<file path="config.mk">
export PLATFORM = sky130hd
export DESIGN_NAME = mgc_top
export DESIGN_NICKNAME = d
export VERILOG_FILES = /design/src/design/mgc_pkg.sv /design/src/design/mgc_top.sv /design/src/design/mgc_pin_filter.sv
export VERILOG_INCLUDE_DIRS = /design/src /design/src/design
export SDC_FILE = /design/constraint.sdc
export NUM_CORES = 1
export LEC_CHECK = 0
export CAP_MARGIN = 30
export CELL_PAD_IN_SITES_DETAIL_PLACEMENT = 0
export CELL_PAD_IN_SITES_GLOBAL_PLACEMENT = 2
export CORE_UTILIZATION = 26
export CTS_BUF_LIST = sky130_fd_sc_hd__clkbuf_4
export DETAILED_ROUTE_END_ITERATION = 8
export DONT_BUFFER_PORTS = 1
export GPL_TIMING_DRIVEN = 0
export PLACE_DENSITY = 0.57
export SKIP_CTS_REPAIR_TIMING = 1
export SLEW_MARGIN = 15
export SYNTH_ARGS = -nofsm -noshare
export SYNTH_HDL_FRONTEND = slang
export SYNTH_HIERARCHICAL = 1
export SYNTH_SLANG_ARGS = --single-unit
</file>
<file path="constraint.sdc">
create_clock -name clk_i -period 3.4 [get_ports clk_i]
set_input_delay 0.68 -clock clk_i [delete_from_list [all_inputs] [get_ports clk_i]]
set_output_delay 0.68 -clock clk_i [all_outputs]
set_load 0.005 [all_outputs]
</file>
<file path="src/design/mgc_map.svh">
// Register offsets, codes and timing constants of the pin function controller
`ifndef MGC_MAP_SVH
`define MGC_MAP_SVH

// Register offsets on the internal register port
`define MGC_ADDR_STATUS      8'h23
`define MGC_ADDR_CFG         8'h24

// Reset values
`define MGC_CFG_RESET        16'h0000
`define MGC_RDATA_RESET      16'h0000

// Output source selection codes
`define MGC_OSEL_STORAGE     4'h1
`define MGC_OSEL_GRP_BUSY    2'h1
`define MGC_OSEL_GRP_WIN     2'h2

// Glitch filter hold time and clock period, both in ns
`define MGC_FILTER_NS        1000
`define MGC_CLK_PERIOD_NS    10

// Idle level of the pin after reset
`define MGC_PIN_IDLE         1'b1

`endif

</file>
<file path="src/design/mgc_pkg.sv">
// Types shared by the pin function controller files
package mgc_pkg;

    // Pin configuration word, laid out as the register
    typedef struct packed {
        logic       deglitch_en;   // input_deglitch_enable
        logic       unused14;
        logic       out_en;        // pin_output_enable
        logic [3:0] out_sel;       // pin_output_source_select
        logic [3:0] ch_mask;       // input_channel_mask
        logic [3:0] in_func;       // pin_input_function
        logic       in_en;         // pin_input_enable
    } mgc_cfg_t;

    // Comparator and protection status word
    typedef struct packed {
        logic [6:0] unused;
        logic       protect_flag;
        logic [3:0] window_compare_result;
        logic [3:0] comparator_sync_flag;
    } mgc_status_t;

    // Input function codes
    typedef enum logic [3:0] {
        MGC_IN_FAULT_SNAP = 4'b0010,
        MGC_IN_CUR_PWR    = 4'b0011,
        MGC_IN_VOLT_PWR   = 4'b0100,
        MGC_IN_PROTECT    = 4'b0101,
        MGC_IN_CLEAR      = 4'b0111,
        MGC_IN_LOAD       = 4'b1000,
        MGC_IN_FUNC_GEN   = 4'b1001,
        MGC_IN_MARGIN     = 4'b1010,
        MGC_IN_RESET      = 4'b1011,
        MGC_IN_NVM_PROT   = 4'b1100,
        MGC_IN_MAP_LOCK   = 4'b1101
    } mgc_in_func_t;

    // Per-channel pulse group driven to the datapath
    typedef struct packed {
        logic [3:0] load_strobe;
        logic [3:0] func_stop;
        logic [3:0] func_start;
        logic [3:0] margin_low;
        logic [3:0] margin_high;
    } mgc_chan_pulse_t;

endpackage : mgc_pkg

</file>
<file path="src/design/mgc_top.sv">
// Multifunction pin controller with comparator and protection status
`timescale 1ns/1ps
`include "mgc_map.svh"

module mgc_top #(
    parameter int FILTER_NS     = `MGC_FILTER_NS,
    parameter int CLK_PERIOD_NS = `MGC_CLK_PERIOD_NS
) (
    input  wire logic                  clk_i,
    input  wire logic                  srst_i,
    // Register port
    input  wire logic                  reg_wr_i,
    input  wire logic                  reg_rd_i,
    input  wire logic [7:0]            reg_addr_i,
    input  wire logic [15:0]           reg_wdata_i,
    output logic [15:0]                reg_rdata_o,
    output logic                       reg_rvalid_o,
    // Pin
    input  wire logic                  pin_i,
    output logic                       pin_o,
    output logic                       pin_oe_o,
    // Status sources
    input  wire logic                  protect_active_i,
    input  wire logic [3:0]            comparator_raw_i,
    input  wire logic [3:0]            window_compare_raw_i,
    input  wire logic                  window_latch_enable_i,
    input  wire logic [3:0]            comparator_flag_clear_i,
    input  wire logic                  storage_busy_flag_i,
    input  wire logic [3:0]            channel_busy_i,
    // Triggers to the rest of the device
    output logic                       fault_snapshot_o,
    output logic                       protect_start_o,
    output logic                       output_clear_o,
    output logic [3:0]                 current_output_down_o,
    output logic [3:0]                 voltage_output_down_o,
    output mgc_pkg::mgc_chan_pulse_t   chan_pulse_o,
    output logic                       device_reset_o,
    output logic                       storage_program_allow_o,
    output logic                       reg_write_lock_o,
    output logic [3:0]                 comparator_latch_reset_o
);

    // Filter hold time rounded up to whole cycles, at least one
    localparam int FILTER_CYCLES_RAW = (FILTER_NS + CLK_PERIOD_NS - 1) / CLK_PERIOD_NS;
    localparam int FILTER_CYCLES     = (FILTER_CYCLES_RAW < 1) ? 1 : FILTER_CYCLES_RAW;

    // Pick the status bit that drives the pin
    function automatic logic out_source(input logic [3:0] sel,
                                        input logic       storage_busy,
                                        input logic [3:0] ch_busy,
                                        input logic [3:0] win);
        logic r;
        r = 1'b0;
        if (sel == `MGC_OSEL_STORAGE) begin
            r = storage_busy;
        end else if (sel[3:2] == `MGC_OSEL_GRP_BUSY) begin
            r = ch_busy[sel[1:0]];
        end else if (sel[3:2] == `MGC_OSEL_GRP_WIN) begin
            r = win[sel[1:0]];
        end
        return r;
    endfunction : out_source

    mgc_pkg::mgc_cfg_t    cfg;
    mgc_pkg::mgc_cfg_t    next_cfg;
    mgc_pkg::mgc_status_t status;
    logic [7:0]           cmp_s1;
    logic [7:0]           cmp_s2;
    logic [7:0]           cmp_s3;
    logic [7:0]           cmp_agreed;
    logic [7:0]           next_cmp_agreed;
    logic [3:0]           win_latched;
    logic [3:0]           next_win_latched;
    logic [3:0]           win_view;
    logic                 protect_flag;
    logic                 next_protect_flag;
    logic [15:0]          next_rdata;
    logic                 status_read;
    logic                 pin_level;
    logic                 pin_rise;
    logic                 pin_fall;
    logic                 fn_on;
    logic [3:0]           mask;

    logic                 next_fault_snapshot;
    logic                 next_protect_start;
    logic                 next_output_clear;
    logic [3:0]           next_cur_down;
    logic [3:0]           next_volt_down;
    mgc_pkg::mgc_chan_pulse_t next_chan_pulse;
    logic                 next_device_reset;
    logic                 next_storage_allow;
    logic                 next_reg_lock;
    logic                 next_pin_o;
    logic                 next_pin_oe;

    // Pin conditioning; glitch filter switched on by the deglitch bit
    mgc_pin_filter #(
        .FILTER_CYCLES (FILTER_CYCLES)
    ) u_pin_filter (
        .clk_i       (clk_i),
        .srst_i      (srst_i),
        .pin_i       (pin_i),
        .filter_en_i (cfg.deglitch_en),
        .level_o     (pin_level),
        .rise_o      (pin_rise),
        .fall_o      (pin_fall)
    );

    // Configuration write; a locked map ignores writes to it
    always_comb begin
        next_cfg = cfg;
        if (reg_wr_i && (reg_addr_i == `MGC_ADDR_CFG) && !reg_write_lock_o) begin
            next_cfg          = mgc_pkg::mgc_cfg_t'(reg_wdata_i);
            next_cfg.unused14 = 1'b0;
        end
    end

    always_ff @(posedge clk_i) begin
        if (srst_i) begin
            cfg <= mgc_pkg::mgc_cfg_t'(`MGC_CFG_RESET);
        end else begin
            cfg <= next_cfg;
        end
    end

    // Comparator and window inputs come from the analog side, so synchronise
    always_comb begin
        next_cmp_agreed = cmp_agreed;
        for (int i = 0; i < 8; i++) begin
            if (cmp_s2[i] == cmp_s3[i]) begin
                next_cmp_agreed[i] = cmp_s3[i];
            end
        end
    end

    always_ff @(posedge clk_i) begin
        if (srst_i) begin
            cmp_s1     <= 8'h00;
            cmp_s2     <= 8'h00;
            cmp_s3     <= 8'h00;
            cmp_agreed <= 8'h00;
        end else begin
            cmp_s1     <= {window_compare_raw_i, comparator_raw_i};
            cmp_s2     <= cmp_s1;
            cmp_s3     <= cmp_s2;
            cmp_agreed <= next_cmp_agreed;
        end
    end

    // Window latch: a new result wins over a clear in the same cycle
    assign win_view = window_latch_enable_i ? win_latched : cmp_agreed[7:4];

    always_comb begin
        next_win_latched = (win_latched & ~comparator_flag_clear_i) | cmp_agreed[7:4];
    end

    // Protect flag: clear on status read, but an active protect keeps it set
    assign status_read = reg_rd_i && (reg_addr_i == `MGC_ADDR_STATUS);

    always_comb begin
        next_protect_flag = protect_flag;
        if (status_read) begin
            next_protect_flag = 1'b0;
        end
        if (protect_active_i) begin
            next_protect_flag = 1'b1;
        end
    end

    always_comb begin
        status                       = '0;
        status.protect_flag          = protect_flag;
        status.window_compare_result = win_view;
        status.comparator_sync_flag  = cmp_agreed[3:0];
    end

    // Read data, one cycle after the request; unmapped reads give zero
    always_comb begin
        next_rdata = `MGC_RDATA_RESET;
        if (reg_rd_i && (reg_addr_i == `MGC_ADDR_CFG)) begin
            next_rdata = cfg;
        end else if (status_read) begin
            next_rdata = status;
        end
    end

    always_ff @(posedge clk_i) begin
        if (srst_i) begin
            win_latched              <= 4'h0;
            protect_flag             <= 1'b0;
            reg_rdata_o              <= `MGC_RDATA_RESET;
            reg_rvalid_o             <= 1'b0;
            comparator_latch_reset_o <= 4'h0;
        end else begin
            win_latched              <= next_win_latched;
            protect_flag             <= next_protect_flag;
            reg_rdata_o              <= next_rdata;
            reg_rvalid_o             <= reg_rd_i;
            comparator_latch_reset_o <= comparator_flag_clear_i;
        end
    end

    // Input functions act only with input mode on
    assign fn_on = cfg.in_en;
    assign mask  = cfg.ch_mask;

    // Trigger next values; pulses last one cycle, power and lock states hold
    always_comb begin
        next_fault_snapshot = 1'b0;
        next_protect_start  = 1'b0;
        next_output_clear   = 1'b0;
        next_cur_down       = current_output_down_o;
        next_volt_down      = voltage_output_down_o;
        next_chan_pulse     = '0;
        next_device_reset   = device_reset_o;
        next_storage_allow  = storage_program_allow_o;
        next_reg_lock       = reg_write_lock_o;
        if (fn_on) begin
            case (cfg.in_func)
                mgc_pkg::MGC_IN_FAULT_SNAP: begin
                    next_fault_snapshot = pin_fall;
                end
                mgc_pkg::MGC_IN_CUR_PWR: begin
                    if (pin_fall) begin
                        next_cur_down = current_output_down_o | mask;
                    end else if (pin_rise) begin
                        next_cur_down = current_output_down_o & ~mask;
                    end
                end
                mgc_pkg::MGC_IN_VOLT_PWR: begin
                    if (pin_fall) begin
                        next_volt_down = voltage_output_down_o | mask;
                    end else if (pin_rise) begin
                        next_volt_down = voltage_output_down_o & ~mask;
                    end
                end
                mgc_pkg::MGC_IN_PROTECT: begin
                    next_protect_start = pin_fall;
                end
                mgc_pkg::MGC_IN_CLEAR: begin
                    next_output_clear = ~pin_level;
                end
                mgc_pkg::MGC_IN_LOAD: begin
                    next_chan_pulse.load_strobe = pin_fall ? mask : 4'h0;
                end
                mgc_pkg::MGC_IN_FUNC_GEN: begin
                    next_chan_pulse.func_stop  = pin_fall ? mask : 4'h0;
                    next_chan_pulse.func_start = pin_rise ? mask : 4'h0;
                end
                mgc_pkg::MGC_IN_MARGIN: begin
                    next_chan_pulse.margin_low  = pin_fall ? mask : 4'h0;
                    next_chan_pulse.margin_high = pin_rise ? mask : 4'h0;
                end
                mgc_pkg::MGC_IN_RESET: begin
                    if (pin_fall) begin
                        next_device_reset = 1'b1;
                    end else if (pin_rise) begin
                        next_device_reset = 1'b0;
                    end
                end
                mgc_pkg::MGC_IN_NVM_PROT: begin
                    if (pin_fall) begin
                        next_storage_allow = 1'b1;
                    end else if (pin_rise) begin
                        next_storage_allow = 1'b0;
                    end
                end
                mgc_pkg::MGC_IN_MAP_LOCK: begin
                    if (pin_fall) begin
                        next_reg_lock = 1'b0;
                    end else if (pin_rise) begin
                        next_reg_lock = 1'b1;
                    end
                end
                default: begin
                    // Invalid codes raise no pulse; held power, reset and lock states keep their values
                    next_fault_snapshot = 1'b0;
                end
            endcase
        end
    end

    // Pin output: mux registered so the pad sees a clean level
    always_comb begin
        next_pin_oe = cfg.out_en;
        next_pin_o  = 1'b0;
        if (cfg.out_en) begin
            next_pin_o = out_source(cfg.out_sel, storage_busy_flag_i,
                                    channel_busy_i, win_view);
        end
    end

    always_ff @(posedge clk_i) begin
        if (srst_i) begin
            fault_snapshot_o        <= 1'b0;
            protect_start_o         <= 1'b0;
            output_clear_o          <= 1'b0;
            current_output_down_o   <= 4'h0;
            voltage_output_down_o   <= 4'h0;
            chan_pulse_o            <= '0;
            device_reset_o          <= 1'b0;
            storage_program_allow_o <= 1'b0;
            reg_write_lock_o        <= 1'b0;
            pin_o                   <= 1'b0;
            pin_oe_o                <= 1'b0;
        end else begin
            fault_snapshot_o        <= next_fault_snapshot;
            protect_start_o         <= next_protect_start;
            output_clear_o          <= next_output_clear;
            current_output_down_o   <= next_cur_down;
            voltage_output_down_o   <= next_volt_down;
            chan_pulse_o            <= next_chan_pulse;
            device_reset_o          <= next_device_reset;
            storage_program_allow_o <= next_storage_allow;
            reg_write_lock_o        <= next_reg_lock;
            pin_o                   <= next_pin_o;
            pin_oe_o                <= next_pin_oe;
        end
    end

endmodule : mgc_top

</file>
<file path="src/design/mgc_pin_filter.sv">
// Pin input synchroniser, optional glitch filter and edge detector
`timescale 1ns/1ps
`include "mgc_map.svh"

module mgc_pin_filter #(
    parameter int FILTER_CYCLES = 100
) (
    input  wire logic clk_i,
    input  wire logic srst_i,
    input  wire logic pin_i,
    input  wire logic filter_en_i,
    output logic      level_o,
    output logic      rise_o,
    output logic      fall_o
);

    localparam int CW = $clog2(FILTER_CYCLES + 1);

    logic          sync1;
    logic          sync2;
    logic          sync3;
    logic [CW-1:0] cnt;
    logic          next_level;
    logic          next_rise;
    logic          next_fall;
    logic [CW-1:0] next_cnt;

    // Next level: change counts when stages two and three agree
    always_comb begin
        next_level = level_o;
        next_cnt   = '0;
        if ((sync2 == sync3) && (sync3 != level_o)) begin
            if (!filter_en_i) begin
                next_level = sync3;
            end else if (cnt >= CW'(FILTER_CYCLES - 1)) begin
                next_level = sync3;
            end else begin
                next_cnt   = cnt + CW'(1);
            end
        end
        next_rise = next_level & ~level_o;
        next_fall = ~next_level & level_o;
    end

    // Sync chain and filter state; first stage feeds only the second
    always_ff @(posedge clk_i) begin
        if (srst_i) begin
            sync1   <= `MGC_PIN_IDLE;
            sync2   <= `MGC_PIN_IDLE;
            sync3   <= `MGC_PIN_IDLE;
            level_o <= `MGC_PIN_IDLE;
            rise_o  <= 1'b0;
            fall_o  <= 1'b0;
            cnt     <= '0;
        end else begin
            sync1   <= pin_i;
            sync2   <= sync1;
            sync3   <= sync2;
            level_o <= next_level;
            rise_o  <= next_rise;
            fall_o  <= next_fall;
            cnt     <= next_cnt;
        end
    end

endmodule : mgc_pin_filter

</file>
==> impl_metrics.ini <==
[outcome]
outcome = finished, final reports clean

[synthesis]
synth_area_sq_mm = 0.00420
syn_area_per_cell_sq_um = 10.2
yosys_warnings = 6
synth_cell_types = 51
yosysSeqAreaShare_pct = 57.7
ys_seq_elements = 121
syn_inst = 411
ys_async_sr_fraction_pct = 0
synth_edf_count = 0
syn_nets = 460
ys.flop_type = dfxtp_1

[timing]
setup_tns_ns = 0
setup-violations-final = 0
drv_slew = 0
worst_pin_slew_ns = 0.771
slew-limit-headroom_pct = 48.4
rsz0062_at_grt = false
period_needed_ns = 2.00
layout_setup_ws_ns = 1.40
finalHoldViolations = 0
period_share_pct = 58.8
clock.fmax_mhz = 500
finalClockSkew_ns = 0.0174
hold_ws_ns = 0.244

[layout]
multi_input_area_sq_mm = 0.00163
final_core_util_pct = 30.0
finalNetCount = 480
regArea_sq_mm = 0.00242
nFillCells = 1684
final_common_cell = dfxtp_1
area_delta_synth_final_pct = 13.3
layout_common_cells = dfxtp_1 (121), nor2_1 (51), nor2b_1 (28), a21oi_1 (23), mux2i_1 (23)
layout-drive-gt1-share_pct = 14.0

[clocking]
cts_buffers = 17
cts_root_buf = clkbuf_4
tritoncts = built
cts_buffer_depth = 2
clk_pin_slew_ns = 0.10
insertion_delay_ns = 0.53
clkSinkCount = 121
h-tree-depth = 4

[placement]
gp_congestion = 0.736
dpl_worst_slack_ns = 0.769
port_buffers = 0
dp_hpwl_mm = 7.52

[global_route]
grt_pass1_vias = 2740
grt_antenna_before_repair = 1
grt_max_degree = 17
grt_pass1_wl_mm = 15.9
grt_overflow_total = 0
grt_usage_pct = 13.4

[route]
drc_errors = 0
wire_per_inst_microns = 15.8
vias = 2848
drt_iter0_markers = 107
drtPass1Iterations = 6
totalWireLength_mm = 10.4
viasPerCell = 4.32
drtAntennaViolNets = 0

[floorplan]
core_area_sq_mm = 0.0158
dieArea_sq_mm = 0.0166
fp.dieW_microns = 129
num_rows = 46
die_y_microns = 129
initial_core_util_pct = 26.5
io_pins = 105

[min_path]
hold_class = in -> reg

[critical_path]
required_ns = 3.80
crit_type = in -> reg
critPathMaxFanout = 10
worstSetupEndpointType = flip-flop
start_kind = primary input
cp.arrival_ns = 2.40

[pwr]
total_power_uw = 2530
p_leak_uw = 0.00166
peakVddDrop_mv = 0.260
power_density_mw_per_mm2 = 532

[flow_run]
cap_viol_max_count = 0
## through the flow
stage,std cells,instance area (sq um)
after floorplan,411,4200
after global placement,627,4470
after detailed placement,628,4470
after CTS,659,4750
after global routing,660,4750
final,660,4750
## kinds of logic after synthesis
logic type | after synthesis | synth area share [%]
mux | 27 | 6.56
fa+ha+maj | 1 | 0.298
buf+inv | 31 | 3.34
compound gates | 52 | 7.81
simple gates | 173 | 23.1
xor+xnor | 5 | 1.04
flops | 121 | 57.7
other cells | 1 | 0.0894
## sequential cells by signal, summed over array words and instances (netlist names), 4 cells and up, named ones only
signal                    flops
cmp_s3                        8
u_pin_filter/cnt              7
cmp_s2                        8
comparator_latch_reset_o      4
cmp_agreed                    8
cfg                           9
reg_rdata_o                  15
chan_pulse_o                 20
mask                          4
win_latched                   4
cmp_s1                        8
## layout make-up
| class | instances | share of cell area [%] |
|---|---|---|
| Sequential cell | 121 | 51.0 |
| Antenna cell | 1 | 0.0526 |
| Multi-Input combinational cell | 259 | 34.4 |
| Clock buffer | 20 | 3.16 |
| Tap cell | 216 | 5.69 |
| Clock inverter | 11 | 2.74 |
| Timing Repair Buffer | 1 | 0.105 |
| Inverter | 10 | 0.790 |
| Buffer | 21 | 2.16 |
## final timing paths
kind,cells past startpoint,slack (ns),end,startpoint
max,5,1.40,cfg[9],reg_addr_i[4]
min,1,0.24,u_pin_filter/sync1,pin_i
max reg2reg,5,1.62,cfg[9],reg_write_lock_o
min reg2reg,1,0.43,u_pin_filter/sync2,u_pin_filter/sync1
## worst max-delay path, cell delays in order
cell and delay [ns]:
or4b_4 0.54, nor4_4 0.64, buf_6 0.27, mux2i_1 0.21, nor2_1 0.05
## cell usage after synthesis (3+ instances only)
cell type	count	area, sq um
nor4b_1	3	26.3
a22o_1	5	43.8
nor4_1	5	31.3
nor3b_1	5	37.5
o21ai_0	9	45.0
and2_1	7	43.8
nor2_1	51	191
nor2b_1	28	175
inv_1	10	37.5
clkbuf_1	13	48.8
mux2_2	4	45.0
nand3_1	14	70.1
dfxtp_1	121	2420
nand2b_1	4	25.0
nor2_2	6	37.5
mux2i_1	23	230
and3_1	10	62.6
buf_2	4	20.0
nand2_1	18	67.6
nor3_1	3	15.0
xnor2_1	3	26.3
a21oi_1	23	115
a21bo_2	4	40.0
or2_2	3	18.8
## report_power, final
part	total [uW]	switching, uW	internal (uW)
Clock	1040	519	519
Combinational	48.8	31.0	17.8
Sequential	1440	7.51	1430
Total	2530	558	1970
## layer usage
layer,vias up,GRT usage (%),share of wire [%]
met4,0,5.40,1.0
met5,-,0,0
met1,1316,16.1,46
met2,81,21.1,47
met3,11,5.86,6.3
li1,1440,-,-
Power figures use the tool's default switching activity.
